[config.mk]
export PLATFORM = sky130hd
export DESIGN_NAME = lsmon_top
export DESIGN_NICKNAME = d
export VERILOG_FILES = /design/src/hdl/lsmon_pkg.sv /design/src/hdl/lsmon_top.sv /design/src/hdl/lsmon_dlos.sv
export SDC_FILE = /design/constraint.sdc
export NUM_CORES = 1
export LEC_CHECK = 0
export BUFFER_PORTS_ARGS = -buffer_cell sky130_fd_sc_hd__buf_4
export CORE_ASPECT_RATIO = 0.9
export CORE_MARGIN = 1.5
export CORE_UTILIZATION = 30
export DETAILED_ROUTE_END_ITERATION = 12
export SLEW_MARGIN = 5
export SYNTH_ARGS = -nofsm -noshare
export SYNTH_HDL_FRONTEND = slang
export SYNTH_HIERARCHICAL = 1
export SYNTH_SLANG_ARGS = --single-unit
[constraint.sdc]
create_clock -name clk_i -period 2.45 [get_ports clk_i]
set_clock_uncertainty 0.1 [all_clocks]
set_input_delay 0.735 -clock clk_i [delete_from_list [all_inputs] [get_ports clk_i]]
set_output_delay 0.735 -clock clk_i [all_outputs]
set_load 0.1 [all_outputs]
[src/hdl/lsmon_pkg.sv]
// Purpose: Shared constants for the channel loss-of-signal monitor.
// Assumes: 32-bit classic Wishbone slave, registers in the low byte of each word.
// Notes: Bit-period timing is carried by a one-cycle strobe per recovered bit.

package lsmon_pkg;

  localparam int LSMON_AW = 8;
  localparam int LSMON_DW = 32;

  // Register byte offsets.
  localparam logic [7:0] LSMON_OFF_STATUS = 8'h00;
  localparam logic [7:0] LSMON_OFF_INT_STAT = 8'h04;
  localparam logic [7:0] LSMON_OFF_INT_CLR = 8'h08;
  localparam logic [7:0] LSMON_OFF_INT_EN = 8'h0c;
  localparam logic [7:0] LSMON_OFF_CTRL = 8'h10;

  // Status field positions.
  localparam int LSMON_BIT_DLOS = 5;
  localparam int LSMON_BIT_ALOS = 4;
  localparam int LSMON_BIT_RSVD = 3;
  localparam int LSMON_BIT_LOS = 1;
  localparam logic [7:0] LSMON_EVT_MASK = 8'h32;

  // Control register: mode field in bits 1:0.
  localparam logic [1:0] LSMON_MODE_DS3 = 2'h0;
  localparam logic [1:0] LSMON_MODE_STS1 = 2'h1;
  localparam logic [1:0] LSMON_MODE_E3 = 2'h2;
  localparam logic [1:0] LSMON_CTRL_RESET = 2'h0;
  localparam logic [7:0] LSMON_INT_EN_RESET = 8'h00;

  // Digital detector limits: run and window in bit periods, density in percent.
  localparam logic [7:0] LSMON_LOS_RUN = 8'd160;
  localparam int LSMON_DENS_PCT = 33;
  localparam logic [6:0] LSMON_WIN_BITS = 7'd96;
  localparam logic [6:0] LSMON_DENS_MIN =
    7'((int'(LSMON_WIN_BITS) * LSMON_DENS_PCT + 99) / 100);

endpackage : lsmon_pkg

[src/hdl/lsmon_top.sv]
// Purpose: Channel loss-of-signal monitor with Wishbone status and interrupts.
// Assumes: Classic Wishbone, one-cycle registered ack, inputs synchronous to clk_i.
// Notes: The analog comparators and the E3 detector sit outside this block.
//
// Design decisions made here: register access over Wishbone and the placing of the registers.

`timescale 1ns/1ps
`default_nettype none

module lsmon_top
  import lsmon_pkg::*;
(
  input wire logic clk_i,
  input wire logic rst_i,
  input wire logic wb_cyc_i,
  input wire logic wb_stb_i,
  input wire logic wb_we_i,
  input wire logic [LSMON_AW-1:0] wb_adr_i,
  input wire logic [3:0] wb_sel_i,
  input wire logic [LSMON_DW-1:0] wb_dat_i,
  output logic [LSMON_DW-1:0] wb_dat_o,
  output logic wb_ack_o,
  input wire logic rx_bit_strobe_i,
  input wire logic rx_pulse_i,
  input wire logic amp_below_decl_i,
  input wire logic amp_above_clr_i,
  input wire logic e3_los_i,
  output logic los_o,
  output logic irq_o
);

  function automatic logic addr_is(input logic [LSMON_AW-1:0] adr, input logic [7:0] off);
    addr_is = (adr == off);
  endfunction : addr_is

  logic [1:0] ctrl_mode;
  logic [7:0] int_en;
  logic [7:0] int_stat;
  logic [7:0] prev_stat;
  logic ana_los;
  logic dig_los;

  // Bus decode.
  wire bus_req = wb_cyc_i && wb_stb_i;
  wire new_req = bus_req && !wb_ack_o;
  wire wr_now = bus_req && wb_ack_o && wb_we_i && wb_sel_i[0];
  wire sel_status = addr_is(wb_adr_i, LSMON_OFF_STATUS);
  wire sel_int_stat = addr_is(wb_adr_i, LSMON_OFF_INT_STAT);
  wire sel_int_clr = addr_is(wb_adr_i, LSMON_OFF_INT_CLR);
  wire sel_int_en = addr_is(wb_adr_i, LSMON_OFF_INT_EN);
  wire sel_ctrl = addr_is(wb_adr_i, LSMON_OFF_CTRL);
  wire wr_int_clr = wr_now && sel_int_clr;
  wire wr_int_en = wr_now && sel_int_en;
  wire wr_ctrl = wr_now && sel_ctrl;

  // Mode decode.
  wire mode_e3 = (ctrl_mode == LSMON_MODE_E3);
  wire mode_tdm = (ctrl_mode == LSMON_MODE_DS3) || (ctrl_mode == LSMON_MODE_STS1);

  // Digital detector runs only in DS3 or STS-1 mode.
  lsmon_dlos u_dlos (
    .clk_i(clk_i),
    .rst_i(rst_i),
    .enable_i(mode_tdm),
    .bit_strobe_i(rx_bit_strobe_i),
    .pulse_i(rx_pulse_i),
    .los_o(dig_los)
  );

  // Analog hysteresis: declare below one threshold, clear above the other; held clear outside DS3 and STS-1 mode.
  always_ff @(posedge clk_i) begin
    if (rst_i || !mode_tdm) begin
      ana_los <= 1'b0;
    end else if (amp_below_decl_i) begin
      ana_los <= 1'b1;
    end else if (amp_above_clr_i) begin
      ana_los <= 1'b0;
    end
  end

  // Combined loss state.
  wire next_los = mode_e3 ? e3_los_i : (dig_los | ana_los);

  always_ff @(posedge clk_i) begin
    if (rst_i) begin
      los_o <= 1'b0;
    end else begin
      los_o <= next_los;
    end
  end

  // Status word; only hardware state drives it, so writes to its address cannot alter it.
  wire [7:0] stat_word = {2'b00, dig_los, ana_los, 1'b0, 1'b0, los_o, 1'b0};

  // Control and interrupt enable registers.
  always_ff @(posedge clk_i) begin
    if (rst_i) begin
      ctrl_mode <= LSMON_CTRL_RESET;
      int_en <= LSMON_INT_EN_RESET;
    end else begin
      if (wr_ctrl) begin
        ctrl_mode <= wb_dat_i[1:0];
      end
      if (wr_int_en) begin
        int_en <= wb_dat_i[7:0] & LSMON_EVT_MASK;
      end
    end
  end

  always_ff @(posedge clk_i) begin
    if (rst_i) begin
      prev_stat <= 8'h00;
    end else begin
      prev_stat <= stat_word;
    end
  end

  // Any change of a detector or combined bit is an event.
  wire [7:0] evt = (stat_word ^ prev_stat) & LSMON_EVT_MASK;
  wire [7:0] clr_mask = wr_int_clr ? wb_dat_i[7:0] : 8'h00;

  // Sticky interrupt bits; a new event wins over a simultaneous clear.
  wire [7:0] next_int_stat;
  genvar gi;
  generate
    for (gi = 0; gi < 8; gi = gi + 1) begin : g_int
      if (LSMON_EVT_MASK[gi]) begin : g_live
        assign next_int_stat[gi] = evt[gi] | (int_stat[gi] & ~clr_mask[gi]);
      end else begin : g_zero
        assign next_int_stat[gi] = 1'b0;
      end
    end
  endgenerate

  always_ff @(posedge clk_i) begin
    if (rst_i) begin
      int_stat <= 8'h00;
    end else begin
      int_stat <= next_int_stat;
    end
  end

  always_ff @(posedge clk_i) begin
    if (rst_i) begin
      irq_o <= 1'b0;
    end else begin
      irq_o <= |(int_stat & int_en);
    end
  end

  // Read mux; unmapped and write-only addresses read as zero.
  wire [7:0] rd_byte =
    sel_status ? stat_word :
    sel_int_stat ? int_stat :
    sel_int_en ? int_en :
    sel_ctrl ? {6'h00, ctrl_mode} :
    8'h00;

  always_ff @(posedge clk_i) begin
    if (rst_i) begin
      wb_ack_o <= 1'b0;
      wb_dat_o <= 32'h0000_0000;
    end else begin
      wb_ack_o <= new_req;
      if (new_req) begin
        wb_dat_o <= {24'h00_0000, rd_byte};
      end
    end
  end
endmodule : lsmon_top

`default_nettype wire

[src/hdl/lsmon_dlos.sv]
// Purpose: Digital loss detector counting pulseless bits and pulse density.
// Assumes: bit_strobe_i pulses once per recovered bit period.
// Notes: Density is measured over fixed windows that restart on declaration.

`timescale 1ns/1ps
`default_nettype none

module lsmon_dlos
  import lsmon_pkg::*;
(
  input wire logic clk_i,
  input wire logic rst_i,
  input wire logic enable_i,
  input wire logic bit_strobe_i,
  input wire logic pulse_i,
  output logic los_o
);

  logic [7:0] run_cnt;
  logic [6:0] win_cnt;
  logic [6:0] pls_cnt;

  wire hit_run = bit_strobe_i && !pulse_i && (run_cnt == LSMON_LOS_RUN - 8'd1);
  wire win_end = bit_strobe_i && (win_cnt == LSMON_WIN_BITS - 7'd1);
  wire [6:0] pls_total = pls_cnt + {6'h00, pulse_i};
  wire dense = win_end && (pls_total >= LSMON_DENS_MIN);

  always_ff @(posedge clk_i) begin
    if (rst_i || !enable_i) begin
      run_cnt <= 8'h00;
    end else if (bit_strobe_i) begin
      if (pulse_i) begin
        run_cnt <= 8'h00;
      end else if (run_cnt != LSMON_LOS_RUN) begin
        run_cnt <= run_cnt + 8'd1;
      end
    end
  end

  // The window restarts on declaration so clearing uses only later bits.
  always_ff @(posedge clk_i) begin
    if (rst_i || !enable_i || hit_run || win_end) begin
      win_cnt <= 7'h00;
      pls_cnt <= 7'h00;
    end else if (bit_strobe_i) begin
      win_cnt <= win_cnt + 7'd1;
      pls_cnt <= pls_total;
    end
  end

  always_ff @(posedge clk_i) begin
    if (rst_i || !enable_i) begin
      los_o <= 1'b0;
    end else if (hit_run) begin
      los_o <= 1'b1;
    end else if (dense) begin
      los_o <= 1'b0;
    end
  end
endmodule : lsmon_dlos

`default_nettype wire

==> results list, run 1 <==
* Clock latency on the worst-skew pair: 300 ps
- The number of hold buffers added after CTS was 0.
- Worst min path class: flop to flop
- Once placement finished, the instance area stood at 2380 µm².
- The core region is 7080 µm².
- Yosys attributes the largest share of cell area to dfxtp_1, buf_4, nor2_1.
* DRC marker count from the first detailed-route iteration: 58
- The netlist uses 41 different library cells.
* Antenna-violating nets left: 0
- Initial DRT Pass Iterations: 4
- Across the VDD grid, the largest voltage drop is 0.279 mV.
- The via count of the first global-routing pass was 1544.
* Share of the synthesized area in the top cell type: 38.2%
- CP Capture Type: flop
* Flip-flop and latch count after synthesis: 42
* H-tree depth: 2
- Ordered list of cells on the worst path: buf_4 > or4_4 > nor4_4 > mux2i_1 > nor2_1
- Once detailed placement completed, the half-perimeter wirelength came to 2940 µm.
- The tree built by TritonCTS fans out to 42 sinks.
* Utilization after layout: 34.8%
* Total CTS buffers: 5
- The count of buffers added on input and output ports is 29.
- On the critical path, the stage with the largest delay is an instance of or4_4.
* Final net count: 339
* Crit share post-route: 80.7%
* Gate count after technology mapping: 251
- The die is 93.2 µm wide.
- Die Outline Area: 7850 µm²
- F_max: 0.506 GHz
* Worst Setup SP: wb_adr_i[7]
- CTS max path bufs: 2
- Category of the critical setup timing path: input port to flop
- For this run, the leading register cell type out of synthesis is dfxtp_1.
- TritonCTS built the clock tree.
* Data arrival time of the critical path: 2060 ps
- Startpoint of the lowest-slack hold path: wb_dat_o[4]
- Worst stage delay on the critical path: 550 ps
* Worst path required time: 2540 ps
- The Yosys step of the flow raised 6 warnings.
- Final max-slew violation count: 0
* Launching element type of the critical path: input port
- CTS-repair resized insts: 0
- Number of buffers inserted by post-CTS setup repair: 0
* Setup repair after global routing missed its margin: false
- Number of endpoints failing setup at the final stage: 0
- Number of buffer and inverter instances along the worst setup path: 1
* Maximum fanout encountered on the critical timing path: 3
- Routed wire length per instance: 10.7 µm
- Initial antenna violation count: 0
* Areal power density over the cells: 584 nW/µm²
- The area growth from synthesis to layout is 12.0%.
* Number of antenna repair diodes: 0
* Count of vias placed by the detailed router: 1645
- RR Startpoint: u_dlos/win_cnt[0]
* Total count of hold-check failures in the final report: 0
- During I/O placement, the number of pins put on the boundary was 89.
- Status: finished clean
- Final period demand of the worst path: 1980 ps
- Clock Tree Root: clkbuf_8
- Final weighted congestion in routability-driven placement: 0.783
* Setup_tns: 0 ps
- Synth area leader: dfxtp_1
* Via-per-instance ratio: 4.41
- Leakage dissipation: 1.04 nW
- The initialized floorplan defines 29 standard-cell rows.
- Global routing consumed, over all layers together, 10.8% of the routing resources.
- In the routed design, unresolved DRC markers number 0.
* Layout cells sized above 1: 15.0%
* Starting Density: 31.1%
- Grouping stages by cell kind, the critical path spends the most delay in simple AND/OR/NAND/NOR gates.
- Summing all non-filler instances in the final layout gives an area of 2460 µm².
- For this run, the register share of the synthesized area comes to 38.2%.
- Total wirelength of the detailed-routed design: 4000 µm
- Entering global routing, the biggest net connects 23 pins.
- Max-cap violation count: 0
- Share of synthesized registers carrying an async set or reset: 0%
- Counting flops with a built-in enable in the synthesized netlist gives 0.
- The synthesized netlist occupies a cell area of 2200 µm².
- Global-route wire length before repair: 6810 µm
- Clock-pin slew was measured on the worst setup and hold paths at 80 ps.
- In this run the vertical extent of the chip is 84.2 µm.
* Mean area per synthesized cell: 8.76 µm²
* Global route total overflow: 0
## tightest hold or removal path, delay by kind of cell (launching register included)
kind / cells / cell delay (ps)
flip-flops: 1 / 320
AND/OR/NAND/NOR: 1 / 50
AO/OA/AOI/OAI: 1 / 50
## metrics by stage
stage | instances | hold WS [ps] | worst slack [ps] | power (W)
after global routing | 373 | 387 | 424 | 0.00150
after floorplan | 278 | 346 | 345 | 0.00102
after global placement | 366 | 347 | 174 | 0.00103
after CTS | 373 | 363 | 484 | 0.00146
after detailed placement | 366 | 351 | 169 | 0.00103
final | 373 | 357 | 472 | 0.00144
## layout by cell type, fill, tap and decap left out, types with 3 or more instances in the layout
master,synthesis,layout
dfxtp_1,42,42
nor2_1,38,38
buf_4,28,30
conb_1,1,28
nand2_1,15,15
xor2_1,15,15
mux2i_1,11,11
nand3_1,11,11
a21oi_1,11,11
nand4_1,10,10
inv_1,8,8
nor2b_1,5,5
clkbuf_8,0,5
xnor2_1,5,5
ha_1,5,5
nand2b_1,4,4
o21ai_0,3,3
nor3b_1,3,3
o21bai_1,3,3
nor3_1,3,3
## area by class of cell
class / count / area, µm²
clock buffers: 7 / 76.3
fillers: 755 / 4610
inverters: 8 / 30.0
multi-input cells: 193 / 1170
flip-flops and latches: 42 / 841
well taps: 93 / 116
repair buffers: 30 / 225
## metal layers
metal	vias up	GRT usage [%]	routed length, µm
li1	854	-	-
met1	743	13.9	1960
met2	43	17.1	1770
met3	5	2.90	210
met4	0	4.13	53
met5	-	0	0
## flip-flops by register name, indices dropped and copies added, names as in the netlist, 2 cells and up
name            count
u_dlos/run_cnt      8
int_stat            3
int_en              3
u_dlos/win_cnt      7
ctrl_mode           2
u_dlos/pls_cnt      7
prev_stat           3
wb_dat_o            4
## report_power, final
group	internal [W]	switching [W]	total, W	leakage, nW
registers	0.000697	0.0000145	0.000712	0.341
logic	0.0000546	0.000251	0.000305	0.660
clock network	0.000196	0.000224	0.000420	0.0383
total	0.000948	0.000489	0.00144	1.04
## path summary, 6_finish.rpt
check,cells past startpoint,to,slack [ps]
max,5,int_en[4],470
min,2,wb_dat_o[4],360
max reg2reg,5,u_dlos/los_o,890
min reg2reg,2,wb_dat_o[4],360
## Yosys cell counts (2+ instances only)
| master | n |
|---|---|
| dfxtp_1 | 42 |
| xnor2_1 | 5 |
| ha_1 | 5 |
| mux2i_1 | 11 |
| nor3b_1 | 3 |
| or2_2 | 2 |
| nand2b_1 | 4 |
| nor2_1 | 38 |
| clkbuf_1 | 4 |
| nor4_1 | 2 |
| nor2b_1 | 5 |
| a41oi_1 | 2 |
| nand2_1 | 15 |
| xor2_1 | 15 |
| o21bai_1 | 3 |
| o21ai_0 | 3 |
| nand4_1 | 10 |
| buf_4 | 28 |
| nand3_1 | 11 |
| and3_1 | 2 |
| a21oi_1 | 11 |
| nor3_1 | 3 |
| inv_1 | 8 |
| nand3b_1 | 2 |
## logic make-up after synthesis
group                    synth area share [%]
flip-flops                               38.2
XOR/XNOR                                 7.97
AO/OA/AOI/OAI                            6.89
multiplexers                             5.01
buffers and inverters                    13.0
adder cells (fa/ha/maj)                  2.85
other                                   0.171
AND/OR/NAND/NOR                          25.8
Note: power is estimated with default switching activity, not from simulation.
==> run 2: changes to the inputs <==
==> constraint.sdc (replaced) <==
create_clock -name clk_i -period 1.8 [get_ports clk_i]
set_clock_uncertainty 0.1 [all_clocks]
set_input_delay 0.54 -clock clk_i [delete_from_list [all_inputs] [get_ports clk_i]]
set_output_delay 0.54 -clock clk_i [all_outputs]
set_load 0.1 [all_outputs]
==> results list, run 2 (synthesis results as in run 1) <==
- H-tree depth: 2 (unchanged)
- TritonCTS built the clock tree.
- The total die area was 7850 µm² (unchanged).
* Count of pins on the block boundary: 89 (unchanged)
* Clock latency on the worst-skew pair: 290 ps (about the same)
- STA classifies the critical path endpoint as a flop.
* Reg with most FFs: u_dlos/run_cnt
- Crit share post-route: 93.5%
- Register-to-register path setup slack: 220 ps (-670 ps)
- The total track usage was 10.8% (+0.015 points).
* Final max-slew violation count: 0 (unchanged)
* Routed wire length per instance: 10.6 µm (-1.1%)
- The clock-pin transition on the worst setup and hold timing paths is 80 ps (about the same).
- The final antenna-violating net count is 0 (unchanged).
- The maximum buffer depth of the clock tree is 2 (unchanged).
- Category of the critical setup timing path: input port to flop
* Number of antenna repair diodes: 0 (unchanged)
* Initial DRT Pass Iterations: 4 (unchanged)
- The estimated wirelength of the detail-placed design came to 3040 µm (+3.3%).
- The via count of the first global-routing pass was 1516 (-1.8%).
- The total overflow reported by the global router came to 0 (unchanged).
* Final weighted congestion in routability-driven placement: 0.780 (-0.32%)
- Status: finished clean
- Utilization after layout: 36.0% (+1.2 points)
- Clock Sink Count: 42 (unchanged)
- The initial detailed-routing violation count came to 33 (-43%).
- Relative to the synthesized area, the layout overhead comes to 15.9%.
- Leakage dissipation: 1.09 nW (+5.3%)
- Worst path required time: 1880 ps (-660 ps)
* Number of endpoints failing setup at the final stage: 0 (unchanged)
- The library cell used most frequently in the layout, excluding fill and tap cells, is dfxtp_1.
* Final design area excluding fillers: 2550 µm² (+3.5%)
- The core box area came to 7080 µm² (unchanged).
- Final cell count without fillers: 381 (+2.1%)
* F_max: 0.594 GHz
* Worst min path class: flop to flop
- Worst stage delay on the critical path: 550 ps (about the same)
- # DRC: 0 (unchanged)
- Global-route wire length before repair: 6850 µm (+0.60%)
- The share of layout cells above drive strength 1 is 18.4% (+3.4 points).
- The smallest clock period supported by the final layout is computed as 1680 ps.
* Count of vias placed by the detailed router: 1677 (+1.9%)
- Setup repair after global routing missed its margin: false
- STA classifies the critical path startpoint as an input port.
* Largest voltage drop on the vdd net: 0.496 mV (+78%)
* Final Hold Slack: 355 ps (-2.32 ps)
* Total count of hold-check failures in the final report: 0 (unchanged)
- Max-cap violation count: 0 (unchanged)
- Die outline height: 84.2 µm (unchanged)
- Number of buffer and inverter instances along the worst setup path: 1 (unchanged)
- Among all stages on the critical path, the largest delay is contributed by or4_4.
* Pre-CTS setup slack: -283 ps (-453 ps)
- Final setup margin: 116 ps (-356 ps)
- The cell total after placement came to 373 (+1.9%).
- The final routed wirelength across all metal layers was 4040 µm (+0.98%).
* Maximum fanout encountered on the critical timing path: 3 (unchanged)
* PortBufs: 29 (unchanged)
- Via-per-instance ratio: 4.40 (-0.20%)
* Chip width: 93.2 µm (unchanged)
* Max reg flops: 8 (unchanged)
- Clock Tree Root: clkbuf_8
- Commonest cells after routing, fill and taps aside: dfxtp_1, nor2_1, buf_4
- Walking the worst path, the cells encountered are buf_4 > or4_4 > nor2_1 > and4b_1 > a21oi_1.
* Final net count: 346 (+2.1%)
* Cell area reported after detailed placement: 2440 µm² (+2.3%)
- The starting density of the core was 31.1% (unchanged).
* Top Family by Delay on Critical Path: simple AND/OR/NAND/NOR gates
- The number of antenna violations at the first check in global routing was 0 (unchanged).
* Areal power density over the cells: 829 nW/µm² (+42%)
* Data arrival time of the critical path: 1760 ps (-300 ps)
- Maximum number of pins on one net before global-route repair: 22 (-4.3%)
* Top Registers: u_dlos/run_cnt: 8 flops, u_dlos/pls_cnt: 7 flops, u_dlos/win_cnt: 7 flops
- Number of placement rows: 29 (unchanged)
- The total clock buffers created by CTS was 5 (unchanged).
[run 2: changes by cell type in the layout (fill, tap and decap cells not counted), sizes merged]
| cell | before | now |
|---|---|---|
| clkbuf | 7 | 5 |
| bufinv | 0 | 1 |
| clkinv | 0 | 2 |
| buf | 30 | 37 |
[run 2: per-layer routing]
layer	wire [µm]	up-vias	global-route usage, %
li1	-	869	-
met1	1920	756	13.4
met2	1820	48	17.9
met3	258	4	3.44
met4	36	0	2.89
met5	0	-	0
[run 2: worst paths after layout]
| check | from | end | cells after the start |
|---|---|---|---|
| hold reg to reg | wb_dat_o[4] | wb_dat_o[4] | 2 |
| hold / removal | wb_dat_o[4] | wb_dat_o[4] | 2 |
| setup / recovery | wb_adr_i[7] | int_stat[1] | 5 |
| setup reg to reg | u_dlos/win_cnt[0] | u_dlos/los_o | 5 |
[run 2: repair_timing]
item / in CTS / in global routing
endpoints found under the hold margin: 0 / 0
setup buffers: 0 / 0
resized for setup: 0 / 0
setup endpoints to repair: 0 / 3
hold buffers: 0 / 0
[run 2: metrics by stage]
stage,setup TNS (ps),total power (W)
detailed placement,-1890,0.00142
floorplan,-331,0.00139
finish,0,0.00211
global route,0,0.00222
global placement,-1880,0.00141
CTS,0,0.00215
[run 2: final cells by class]
type,count,area (µm²)
Multi-Input combinational cell,193,1170
Timing Repair Buffer,37,278
Clock buffer,5,68.8
Sequential cell,42,842
Inverter,8,30.0
Tap cell,93,116
Fill cell,765,4530
Clock inverter,3,40.0
[run 2: power breakdown]
group	switching, W	internal, W	leakage (nW)
sequential	0.0000208	0.000949	0.341
combinational	0.000342	0.0000804	0.695
clock	0.000310	0.000408	0.0579
[run 2: worst reg2reg max path: stages, from the launching register on]
cell and delay, ps:
dfxtp_1 380, ha_1 180, and4_1 270, nand4b_1 210, nor3_1 250, a21oi_1 90
